`src/adpcm_cfg_pkg.sv`:
```
`default_nettype none
package adpcm_cfg_pkg;
  // Core clock period; every timing count below derives from it.
  localparam int CLK_PERIOD_NS = 10;
  // Bit positions inside the channel_control byte.
  localparam int CTL_ALGO0 = 7;
  localparam int CTL_ALGO1 = 6;
  localparam int CTL_IDLE = 5;
  localparam int CTL_COEFF_RST = 4;
  localparam int CTL_PASS = 3;
  localparam int CTL_MU_LAW = 2;
  localparam int CTL_ALGO2 = 1;
  localparam int CTL_DIR = 0;
  // Bit positions inside the address_command_byte.
  localparam int CMD_SIDE = 6;
  localparam int CMD_ADDR_MSB = 5;
  // Time slot bytes carry a six bit slot number.
  localparam int SLOT_MSB = 5;
  // Channel indices, matching the side bit of the command byte.
  localparam int CH_Y = 0;
  localparam int CH_X = 1;
  // Indices of the load strobes raised by the serial port.
  localparam int LD_CTRL = 0;
  localparam int LD_ISLOT = 1;
  localparam int LD_OSLOT = 2;
  // Reset value of channel_control: only idle_power_down is set.
  localparam logic [7:0] CTL_RESET = 8'h20;
  // Time the coefficient reset takes before the bit self-clears.
  localparam int COEFF_RST_NS = 2000;
  localparam int COEFF_RST_CYCLES =
    (COEFF_RST_NS + CLK_PERIOD_NS - 1) / CLK_PERIOD_NS;
  // Serial port receive states, one-hot.
  typedef enum logic [4:0] {
    SP_CMD = 5'h01,
    SP_CTRL = 5'h02,
    SP_ISLOT = 5'h04,
    SP_OSLOT = 5'h08,
    SP_SKIP = 5'h10
  } sp_state_type;
  // Compression rate chosen by the three algorithm select bits.
  typedef enum logic [1:0] {
    RATE_32K = 2'h0,
    RATE_24K = 2'h1,
    RATE_16K = 2'h2,
    RATE_RSVD = 2'h3
  } rate_type;
  // Effective operating mode of one channel.
  typedef enum logic [1:0] {
    MODE_IDLE = 2'h0,
    MODE_PASS = 2'h1,
    MODE_ENCODE = 2'h2,
    MODE_DECODE = 2'h3
  } chan_mode_type;
  // Decodes the scattered algorithm select bits of a control byte.
  function automatic rate_type decode_algo(input logic [7:0] ctl);
    logic [2:0] sel;
    sel = {ctl[CTL_ALGO2], ctl[CTL_ALGO1], ctl[CTL_ALGO0]};
    case (sel)
      3'h0: decode_algo = RATE_32K;
      3'h7: decode_algo = RATE_24K;
      3'h5: decode_algo = RATE_16K;
      default: decode_algo = RATE_RSVD;
    endcase
  endfunction
endpackage
`default_nettype wire

```
`src/pcm_cfg_if.sv`:
```
`timescale 1ns/100ps
`default_nettype none
// Per-side settings handed from the register bank to a PCM port.
interface pcm_cfg_if;
  logic enable;
  logic bypass;
  logic dir;
  logic [5:0] in_slot;
  logic [5:0] out_slot;
  modport ctl (output enable, output bypass, output dir,
               output in_slot, output out_slot);
  modport port (input enable, input bypass, input dir,
                input in_slot, input out_slot);
endinterface
`default_nettype wire

```
`src/adpcm_channel_config_port.sv`:
```
// Notes on behaviour
// - Idle bit disables side, tri-states its output.
// - Both channels idle gives low-power standby.
// - Coefficient reset bit self-clears when reset completes.
// - Reset pin pulse resets the algorithm.
// - Command address must match six address pins.
// - Foreign clocks cross into core domain safely.
// - Input sampled on bit clock fall, slot only.
// - Output data moves on each bit clock rise; driven in slot only.
// - Config bits taken on serial rise, LSB first.
// - Writes accepted only while chip select low.
// - Strap high enables port; low selects hardware mode.
// - Pass-through needs bypass set and idle clear.
// - Pass-through width: eight bits encoding, else four.
// - Format bit picks A-law or mu-law per side.
// - Direction bit picks encode or decode otherwise.
// - Command bit six picks channel X or Y.
// - Algorithm bits decode to 32, 24, 16 kbps.
// - Address mismatch ignores rest of the write.
// - Writes are two or four bytes long.
// - Reset clears control bits, sets idle bits.
// - Data outputs tri-state during register update.
`timescale 1ns/100ps
`default_nettype none
module adpcm_channel_config_port import adpcm_cfg_pkg::*; (
  input wire logic i_clk,
  input wire logic i_arst_n,
  input wire logic i_port_select_strap,
  input wire logic [5:0] i_device_addr_pins,
  input wire logic i_serial_clock,
  input wire logic i_config_serial_in,
  input wire logic i_chip_select_n,
  input wire logic i_side_x_bit_clock,
  input wire logic i_side_x_frame_sync,
  input wire logic i_side_x_data_in,
  input wire logic i_side_y_bit_clock,
  input wire logic i_side_y_frame_sync,
  input wire logic i_side_y_data_in,
  output var logic o_side_x_data_out,
  output var logic o_side_x_data_out_oe,
  output var logic o_side_y_data_out,
  output var logic o_side_y_data_out_oe,
  output var logic [7:0] o_x_control,
  output var logic [7:0] o_y_control,
  output var chan_mode_type o_x_mode,
  output var chan_mode_type o_y_mode,
  output var rate_type o_x_rate,
  output var rate_type o_y_rate,
  output var logic o_x_mu_law,
  output var logic o_y_mu_law,
  output var logic o_standby,
  output var logic o_update_busy
);
  // Upper bound used by the self-clear check below.
  localparam int A_CLR_MAX = COEFF_RST_CYCLES + 2;

  // Serial pins and straps, two stages each: {cs_n, data, clock}.
  logic [2:0] sp_sync1_r;
  logic [2:0] sp_sync2_r;
  logic [6:0] strap_sync1_r;
  logic [6:0] strap_sync2_r;
  // Previous synced serial clock for edge detection.
  logic sclk_d_r;
  logic sclk_rise;
  logic port_active;
  logic [5:0] addr_s;
  // Receive state of the serial port.
  sp_state_type st_r;
  sp_state_type st_nxt;
  logic [2:0] bit_cnt_r;
  logic [2:0] bit_cnt_nxt;
  logic [7:0] cfg_shift_r;
  logic [7:0] cfg_shift_nxt;
  // Channel that the current write addresses.
  logic side_r;
  logic side_nxt;
  logic busy_nxt;
  // One-cycle load strobes for control and slot bytes.
  logic [2:0] ld_r;
  logic [2:0] ld_nxt;
  // Per-channel register state, indexed by CH_X and CH_Y.
  logic [7:0] ctrl_r [2];
  logic [7:0] ctrl_nxt [2];
  logic [7:0] rst_cnt_r [2];
  logic [7:0] rst_cnt_nxt [2];
  logic [5:0] islot_r [2];
  logic [5:0] islot_nxt [2];
  logic [5:0] oslot_r [2];
  logic [5:0] oslot_nxt [2];
  chan_mode_type mode_r [2];
  chan_mode_type mode_nxt [2];
  rate_type rate_r [2];
  rate_type rate_nxt [2];
  logic law_r [2];
  logic law_nxt [2];
  logic standby_nxt;
  // Pin-side wiring for the two PCM ports.
  logic [1:0] bclk_w;
  logic [1:0] fsync_w;
  logic [1:0] din_w;
  logic [1:0] dout_w;
  logic [1:0] doe_w;

  assign addr_s = strap_sync2_r[5:0];
  assign sclk_rise = sp_sync2_r[0] & ~sclk_d_r;
  // The port listens only in software mode with chip select low.
  assign port_active = strap_sync2_r[6] & ~sp_sync2_r[2];

  // Serial receiver: bytes assemble LSB first on clock rises.
  always_comb begin
    st_nxt = st_r;
    bit_cnt_nxt = bit_cnt_r;
    cfg_shift_nxt = cfg_shift_r;
    side_nxt = side_r;
    busy_nxt = o_update_busy;
    ld_nxt = 3'h0;
    if (!port_active) begin
      // Chip select high ends any write, whatever its length.
      st_nxt = SP_CMD;
      bit_cnt_nxt = 3'h0;
      busy_nxt = 1'b0;
    end else if (sclk_rise) begin
      cfg_shift_nxt = {sp_sync2_r[1], cfg_shift_r[7:1]};
      bit_cnt_nxt = bit_cnt_r + 3'h1;
      if (bit_cnt_r == 3'h7) begin
        case (st_r)
          SP_CMD: begin
            // The reserved top bit is not checked.
            if (cfg_shift_nxt[CMD_ADDR_MSB:0] == addr_s) begin
              st_nxt = SP_CTRL;
              side_nxt = cfg_shift_nxt[CMD_SIDE];
              busy_nxt = 1'b1;
            end else begin
              st_nxt = SP_SKIP;
            end
          end
          SP_CTRL: begin
            // Only a whole byte reaches the channel register.
            ld_nxt[LD_CTRL] = 1'b1;
            st_nxt = SP_ISLOT;
          end
          SP_ISLOT: begin
            ld_nxt[LD_ISLOT] = 1'b1;
            st_nxt = SP_OSLOT;
          end
          SP_OSLOT: begin
            ld_nxt[LD_OSLOT] = 1'b1;
            st_nxt = SP_SKIP;
          end
          SP_SKIP: begin
            st_nxt = SP_SKIP;
          end
          default: begin
            st_nxt = SP_SKIP;
          end
        endcase
      end
    end
  end

  // Registers of the serial receiver and its synchronisers.
  always_ff @(posedge i_clk or negedge i_arst_n) begin
    if (!i_arst_n) begin
      // Idle levels of the pins: deselected, data low, clock low.
      // A high clock here would look like a rise right after reset.
      sp_sync1_r <= 3'h4;
      sp_sync2_r <= 3'h4;
      strap_sync1_r <= 7'h00;
      strap_sync2_r <= 7'h00;
      sclk_d_r <= 1'b0;
      st_r <= SP_CMD;
      bit_cnt_r <= 3'h0;
      cfg_shift_r <= 8'h00;
      side_r <= 1'b0;
      o_update_busy <= 1'b0;
      ld_r <= 3'h0;
    end else begin
      // The serial clock is foreign, so everything crosses twice.
      sp_sync1_r <= {i_chip_select_n, i_config_serial_in,
                     i_serial_clock};
      sp_sync2_r <= sp_sync1_r;
      strap_sync1_r <= {i_port_select_strap, i_device_addr_pins};
      strap_sync2_r <= strap_sync1_r;
      sclk_d_r <= sp_sync2_r[0];
      st_r <= st_nxt;
      bit_cnt_r <= bit_cnt_nxt;
      cfg_shift_r <= cfg_shift_nxt;
      side_r <= side_nxt;
      o_update_busy <= busy_nxt;
      ld_r <= ld_nxt;
    end
  end

  // Standby follows both idle bits; a slower host is assumed there.
  assign standby_nxt = ctrl_r[CH_X][CTL_IDLE] &
                       ctrl_r[CH_Y][CTL_IDLE];
  assign bclk_w = {i_side_x_bit_clock, i_side_y_bit_clock};
  assign fsync_w = {i_side_x_frame_sync, i_side_y_frame_sync};
  assign din_w = {i_side_x_data_in, i_side_y_data_in};

  // One register set and one PCM port per channel.
  for (genvar ch = 0; ch < 2; ch++) begin : g_ch
    pcm_cfg_if cfg ();

    // Next values of the channel registers.
    always_comb begin
      ctrl_nxt[ch] = ctrl_r[ch];
      rst_cnt_nxt[ch] = rst_cnt_r[ch];
      islot_nxt[ch] = islot_r[ch];
      oslot_nxt[ch] = oslot_r[ch];
      if (ld_r[LD_CTRL] && side_r == 1'(ch)) begin
        // A fresh write wins over the self-clear in the same cycle.
        ctrl_nxt[ch] = cfg_shift_r;
        rst_cnt_nxt[ch] = cfg_shift_r[CTL_COEFF_RST] ?
                          8'(COEFF_RST_CYCLES) : 8'h00;
      end else if (ctrl_r[ch][CTL_COEFF_RST]) begin
        if (rst_cnt_r[ch] <= 8'h01) begin
          ctrl_nxt[ch][CTL_COEFF_RST] = 1'b0;
          rst_cnt_nxt[ch] = 8'h00;
        end else begin
          rst_cnt_nxt[ch] = rst_cnt_r[ch] - 8'h01;
        end
      end
      // Reserved top bits of the slot bytes are dropped.
      if (ld_r[LD_ISLOT] && side_r == 1'(ch)) begin
        islot_nxt[ch] = cfg_shift_r[SLOT_MSB:0];
      end
      if (ld_r[LD_OSLOT] && side_r == 1'(ch)) begin
        oslot_nxt[ch] = cfg_shift_r[SLOT_MSB:0];
      end
      // Idle beats bypass; bypass beats the coding direction.
      if (ctrl_r[ch][CTL_IDLE]) begin
        mode_nxt[ch] = MODE_IDLE;
      end else if (ctrl_r[ch][CTL_PASS]) begin
        mode_nxt[ch] = MODE_PASS;
      end else if (ctrl_r[ch][CTL_DIR]) begin
        mode_nxt[ch] = MODE_ENCODE;
      end else begin
        mode_nxt[ch] = MODE_DECODE;
      end
      rate_nxt[ch] = decode_algo(ctrl_r[ch]);
      law_nxt[ch] = ctrl_r[ch][CTL_MU_LAW];
    end

    // Channel registers; the reset pin restarts the algorithm.
    always_ff @(posedge i_clk or negedge i_arst_n) begin
      if (!i_arst_n) begin
        ctrl_r[ch] <= CTL_RESET;
        rst_cnt_r[ch] <= 8'h00;
        islot_r[ch] <= 6'h00;
        oslot_r[ch] <= 6'h00;
        mode_r[ch] <= MODE_IDLE;
        rate_r[ch] <= RATE_32K;
        law_r[ch] <= 1'b0;
      end else begin
        ctrl_r[ch] <= ctrl_nxt[ch];
        rst_cnt_r[ch] <= rst_cnt_nxt[ch];
        islot_r[ch] <= islot_nxt[ch];
        oslot_r[ch] <= oslot_nxt[ch];
        mode_r[ch] <= mode_nxt[ch];
        rate_r[ch] <= rate_nxt[ch];
        law_r[ch] <= law_nxt[ch];
      end
    end

    // A side drives only when active and no update is running.
    assign cfg.enable = ~ctrl_r[ch][CTL_IDLE] &
                        ~o_update_busy;
    assign cfg.bypass = ctrl_r[ch][CTL_PASS] &
                        ~ctrl_r[ch][CTL_IDLE];
    assign cfg.dir = ctrl_r[ch][CTL_DIR];
    assign cfg.in_slot = islot_r[ch];
    assign cfg.out_slot = oslot_r[ch];

    pcm_side_port u_port (
      .i_clk(i_clk),
      .i_arst_n(i_arst_n),
      .cfg(cfg.port),
      .i_bit_clock(bclk_w[ch]),
      .i_frame_sync(fsync_w[ch]),
      .i_data_in(din_w[ch]),
      .o_data_out(dout_w[ch]),
      .o_data_oe(doe_w[ch])
    );
  end

  // Standby flag register.
  always_ff @(posedge i_clk or negedge i_arst_n) begin
    if (!i_arst_n) begin
      o_standby <= 1'b1;
    end else begin
      o_standby <= standby_nxt;
    end
  end

  // Outputs are taken straight from the flops above.
  assign o_side_x_data_out = dout_w[CH_X];
  assign o_side_x_data_out_oe = doe_w[CH_X];
  assign o_side_y_data_out = dout_w[CH_Y];
  assign o_side_y_data_out_oe = doe_w[CH_Y];
  assign o_x_control = ctrl_r[CH_X];
  assign o_y_control = ctrl_r[CH_Y];
  assign o_x_mode = mode_r[CH_X];
  assign o_y_mode = mode_r[CH_Y];
  assign o_x_rate = rate_r[CH_X];
  assign o_y_rate = rate_r[CH_Y];
  assign o_x_mu_law = law_r[CH_X];
  assign o_y_mu_law = law_r[CH_Y];
endmodule
`default_nettype wire

```
`src/pcm_side_port.sv`:
```
`timescale 1ns/100ps
`default_nettype none
// One PCM/ADPCM time slot port, timed by edges of its own bit clock.
module pcm_side_port import adpcm_cfg_pkg::*; (
  input wire logic i_clk,
  input wire logic i_arst_n,
  pcm_cfg_if.port cfg,
  input wire logic i_bit_clock,
  input wire logic i_frame_sync,
  input wire logic i_data_in,
  output var logic o_data_out,
  output var logic o_data_oe
);
  // Synchroniser stages for {data, frame sync, bit clock}.
  logic [2:0] sync1_r;
  logic [2:0] sync2_r;
  // Previous synced bit clock, for edge detection.
  logic bclk_d_r;
  logic bclk_rise;
  logic bclk_fall;
  // Bit position since the last frame sync.
  logic [8:0] cnt_r;
  logic [8:0] cnt_nxt;
  // Incoming slot bits and the last complete slot.
  logic [7:0] in_shift_r;
  logic [7:0] in_shift_nxt;
  logic [7:0] hold_r;
  logic [7:0] hold_nxt;
  logic out_nxt;
  logic oe_nxt;
  logic in_w8;
  logic out_w8;
  logic [2:0] out_pos;

  // Slot number of a bit position for 8 or 4 bit slots.
  function automatic logic [5:0] slot_of(input logic [8:0] c,
                                         input logic w8);
    slot_of = w8 ? c[8:3] : c[7:2];
  endfunction

  // Bit position inside its slot.
  function automatic logic [2:0] pos_of(input logic [8:0] c,
                                        input logic w8);
    pos_of = w8 ? c[2:0] : {1'b0, c[1:0]};
  endfunction

  assign bclk_rise = sync2_r[0] & ~bclk_d_r;
  assign bclk_fall = ~sync2_r[0] & bclk_d_r;
  // Pass-through keeps one width both ways; coding swaps them.
  assign in_w8 = cfg.dir;
  assign out_w8 = cfg.bypass ? cfg.dir : ~cfg.dir;

  // Slot timing; output data only moves on a bit clock rise.
  always_comb begin
    out_pos = 3'h0;
    cnt_nxt = cnt_r;
    in_shift_nxt = in_shift_r;
    hold_nxt = hold_r;
    out_nxt = o_data_out;
    // Losing enable tri-states at once, not at the next slot.
    oe_nxt = o_data_oe & cfg.enable;
    if (bclk_fall && slot_of(cnt_r, in_w8) == cfg.in_slot) begin
      in_shift_nxt = {in_shift_r[6:0], sync2_r[2]};
      if (pos_of(cnt_r, in_w8) == (in_w8 ? 3'h7 : 3'h3)) begin
        hold_nxt = in_w8 ? in_shift_nxt : {4'h0, in_shift_nxt[3:0]};
      end
    end
    if (bclk_rise) begin
      cnt_nxt = sync2_r[1] ? 9'h000 : cnt_r + 9'h001;
      out_pos = pos_of(cnt_nxt, out_w8);
      oe_nxt = cfg.enable &&
               slot_of(cnt_nxt, out_w8) == cfg.out_slot;
      // Coded data comes from the engine; only pass-through is here.
      out_nxt = cfg.bypass &
                hold_r[out_w8 ? 3'h7 - out_pos : 3'h3 - out_pos];
    end
  end

  // Registers only; the pins are sampled twice before any use.
  always_ff @(posedge i_clk or negedge i_arst_n) begin
    if (!i_arst_n) begin
      sync1_r <= 3'h0;
      sync2_r <= 3'h0;
      bclk_d_r <= 1'b0;
      cnt_r <= 9'h000;
      in_shift_r <= 8'h00;
      hold_r <= 8'h00;
      o_data_out <= 1'b0;
      o_data_oe <= 1'b0;
    end else begin
      sync1_r <= {i_data_in, i_frame_sync, i_bit_clock};
      sync2_r <= sync1_r;
      bclk_d_r <= sync2_r[0];
      cnt_r <= cnt_nxt;
      in_shift_r <= in_shift_nxt;
      hold_r <= hold_nxt;
      o_data_out <= out_nxt;
      o_data_oe <= oe_nxt;
    end
  end
endmodule
`default_nettype wire

```
`config.mk`:
```
export PLATFORM = sky130hd
export DESIGN_NAME = adpcm_channel_config_port
export DESIGN_NICKNAME = d
export VERILOG_FILES = /design/src/adpcm_cfg_pkg.sv /design/src/pcm_cfg_if.sv /design/src/adpcm_channel_config_port.sv /design/src/pcm_side_port.sv
export SDC_FILE = /design/constraint.sdc
export NUM_CORES = 1
export LEC_CHECK = 0
export BUFFER_PORTS_ARGS = -buffer_cell sky130_fd_sc_hd__buf_2
export CAP_MARGIN = 20
export CORE_MARGIN = 3
export CORE_UTILIZATION = 50
export CTS_CLUSTER_SIZE = 20
export DETAILED_ROUTE_END_ITERATION = 7
export PLACE_DENSITY = 0.76
export SLEW_MARGIN = 10
export SYNTH_ARGS = -nofsm -noshare
export SYNTH_HDL_FRONTEND = slang
export SYNTH_SLANG_ARGS = --single-unit
```
`constraint.sdc`:
```
create_clock -name i_clk -period 4.85 [get_ports i_clk]
set_input_delay 0.2425 -clock i_clk [delete_from_list [all_inputs] [get_ports i_clk]]
set_output_delay 0.2425 -clock i_clk [all_outputs]
set_load 0.02 [all_outputs]
```
==> flow_summary.yaml <==
floorplan:
  dieHeight_um: 132
  core_mm2: 0.0154
  die_w_um: 132
  die_area_mm2: 0.0175
  num_io_pins: 50
  row_count: 45
  initial_utilization_pct: 51.7
worst_hold_path:
  hold_path_class: "input port to asynchronous set/reset pin"
synthesis:
  yosysWarnings: 0
  ys_seq_elements: 175
  synthCells: 702
  synth_edf_count: 0
  synth_area_leaders: "dfrtp_1 (53%), mux2_2 (10%), xor2_1 (3.0%)"
  synth_top_area_cell: "dfrtp_1"
  synth_area_mm2: 0.00795
  synth_area_per_cell_um2: 11.3
  synth.top_cell.area_share_pct: 53.2
  yosysSeqAreaShare_pct: 55.2
  synth_compound_area_share_pct: 10.7
  synthXorXnorAreaFrac_pct: 5.71
  synth_top_family_by_area: "multiplexers"
  async_flop_share_pct: 100
  synth.distinct_cells: 56
  syn_nets: 728
  synth.area.mux_share_pct: 12.1
  synthSimpleGateAreaFrac_pct: 11.7
  synth_adder_area_share_pct: 1.26
  synth_top_flop_cell: "dfrtp_1"
final_layout:
  multiInputGateArea_mm2: 0.00330
  fillers: 1212
  layout_commonest_cell: "dfrtp_1"
  nets: 776
  layout-drive-gt1-share_pct: 22.5
  area_growth_pct: 14.1
  stdcell_count: 974
  layout_common_cells: "dfrtp_1 (169), mux2_2 (74), nand2_1 (55)"
  antenna_cells: 0
  fin_util_pct: 59.0
  regArea_mm2: 0.00439
sta:
  slew_headroom_pct: 40.1
  finalSetupViolations: 0
  fin_crit_ns: 2.65
  fmax_mhz: 377
  skew_ns: 0.00790
  tightest_slew_ns: 0.897
  hold_viol: 0
  post-route-period-util_pct: 54.7
  rsz0062_at_grt: "false"
  final_max_slew_viol_count: 0
  tns_ns: 0
clock_tree:
  clock_sinks: 175
  h-tree-depth: 4
  cts_resized: 0
  numCtsBuffers: 17
  post-cts-setup-buffers: 0
  clk_latency_ns: 0.43
  clock_path_buffers: 2
  clk_pin_slew_ns: 0.06
  clock-root-buffer: "clkbuf_16"
  cts_tree: "built"
worst_setup_path:
  r2r-start: "o_y_control[0]"
  cp_slowest_cell: "dfrtp_1"
  required_ns: 5.21
  critical_path.max_fanout: 17
  startpoint: "o_y_control[0]"
  cp_top_family: "flip-flops"
  crit_type: "register to register"
  cp_num_buf_inv: 0
  slowest_delay_ns: 0.75
  cp_data_arrival_time_ns: 3.01
  cp-end-kind: "register"
  crit_chain: "mux2i_1, xor2_1, o2111ai_1, nor3_4, nand2_2, o22ai_1, a22o_1"
  r2r_setup_slack_ns: 2.20
  startpoint_type: "register"
placement:
  hpwl_um: 10800
  placed_cells: 925
  port_buffers: 49
  gp_congestion: 0.883
grt:
  grt_start_max_net_pins: 63
  grt_pass1_vias: 5687
  grt_pass1_wl_um: 27900
  overflow: 0
  antenna_found_initial: 0
  grt_usage_pct: 19.4
route:
  drtAntennaViolNets: 0
  vias: 5497
  drc: 0
  drt-initial-drc-count: 442
  drt_wl_total_um: 16200
  first_pass_iters: 7
  route.detailed.wl_per_inst_um: 16.6
  viasPerCell: 5.64
power_and_ir_drop:
  irDropWorstVdd_v: 0.000261
  power_leakage_nw: 4.14
  powerDensity_mw_per_mm2: 371
job:
  max-cap-violations: 0
status:
  status: "finished, final reports clean"
## registers in the layout, summed over array words and instances, names as in the netlist, 8 cells and up
register                count
cfg_shift_r                 8
o_y_control                 8
g_ch.u_port.hold_r         16
g_ch.u_port.in_shift_r     14
rst_cnt_r                  16
g_ch.cfg.out_slot          12
g_ch.u_port.cnt_r          18
o_x_control                 8
g_ch.cfg.in_slot           12
## worst paths after layout
path                                             to  cells after the start
setup reg to reg           g_ch[0].u_port.hold_r[4]                      7
setup / recovery           g_ch[0].u_port.hold_r[4]                      7
max in group asynchronous          strap_sync2_r[4]                      3
hold reg to reg                    strap_sync2_r[0]                      0
min in group i_clk                 strap_sync2_r[0]                      0
hold / removal              g_ch[0].u_port.cnt_r[1]                      2
## metrics by stage
step	cell area [µm²]	total power (W)	setup WS, ns	hold WS [ns]
after global routing	9070	0.00350	1.92	0.353
after CTS	9070	0.00340	2.25	0.349
after floorplan	7950	0.00190	2.62	-0.0531
after detailed placement	8300	0.00201	2.32	0.232
after global placement	8300	0.00199	2.47	0.223
final	9070	0.00336	2.20	0.328
## cells in the mapped netlist, types with 8 or more instances
cell type / count
dfrtp_1: 169
nor3_1: 18
nand2b_1: 16
a21oi_1: 18
mux2_2: 74
buf_2: 9
xor2_1: 27
o22ai_1: 12
inv_1: 24
nand3_1: 17
mux2i_1: 13
ha_1: 8
clkbuf_1: 22
o31ai_1: 9
xnor2_1: 23
nand2_1: 55
o21ai_0: 44
nor2_1: 43
a22o_1: 9
## cell type report
cell class / count / area share (%)
flip-flops and latches: 175 / 48.3
multi-input cells: 464 / 36.3
clock buffers: 20 / 5.14
well taps: 211 / 2.91
repair buffers: 68 / 4.81
inverters: 24 / 0.993
clock inverters: 12 / 1.46
## repair_timing
item                                   in CTS  in global routing
setup endpoints to repair                   0                  0
hold buffers                               17                  0
endpoints found under the hold margin      69                  0
## cells by family after synthesis
kind of cell,after synthesis
and+or+nand+nor,187
AOI/OAI and AO/OA,131
adders and majority gates,8
muxes,87
DFF,175
buffers and inverters,63
xor gates and xnor gates,51
## layer usage
| metal | GRT usage [%] | routed length, µm | up-vias |
|---|---|---|---|
| met4 | 7.82 | 405 | 0 |
| met3 | 5.23 | 833 | 41 |
| met5 | 0 | 0 | - |
| li1 | - | - | 2563 |
| met2 | 30.2 | 7780 | 175 |
| met1 | 26.1 | 7170 | 2718 |
## where the power goes
| group | total [W] | switching [W] | internal [W] |
|---|---|---|---|
| sequential | 0.00171 | 0.000132 | 0.00158 |
| combinational | 0.000284 | 0.000133 | 0.000151 |
| clock | 0.00137 | 0.000566 | 0.000802 |
Power figures use the tool's default switching activity.
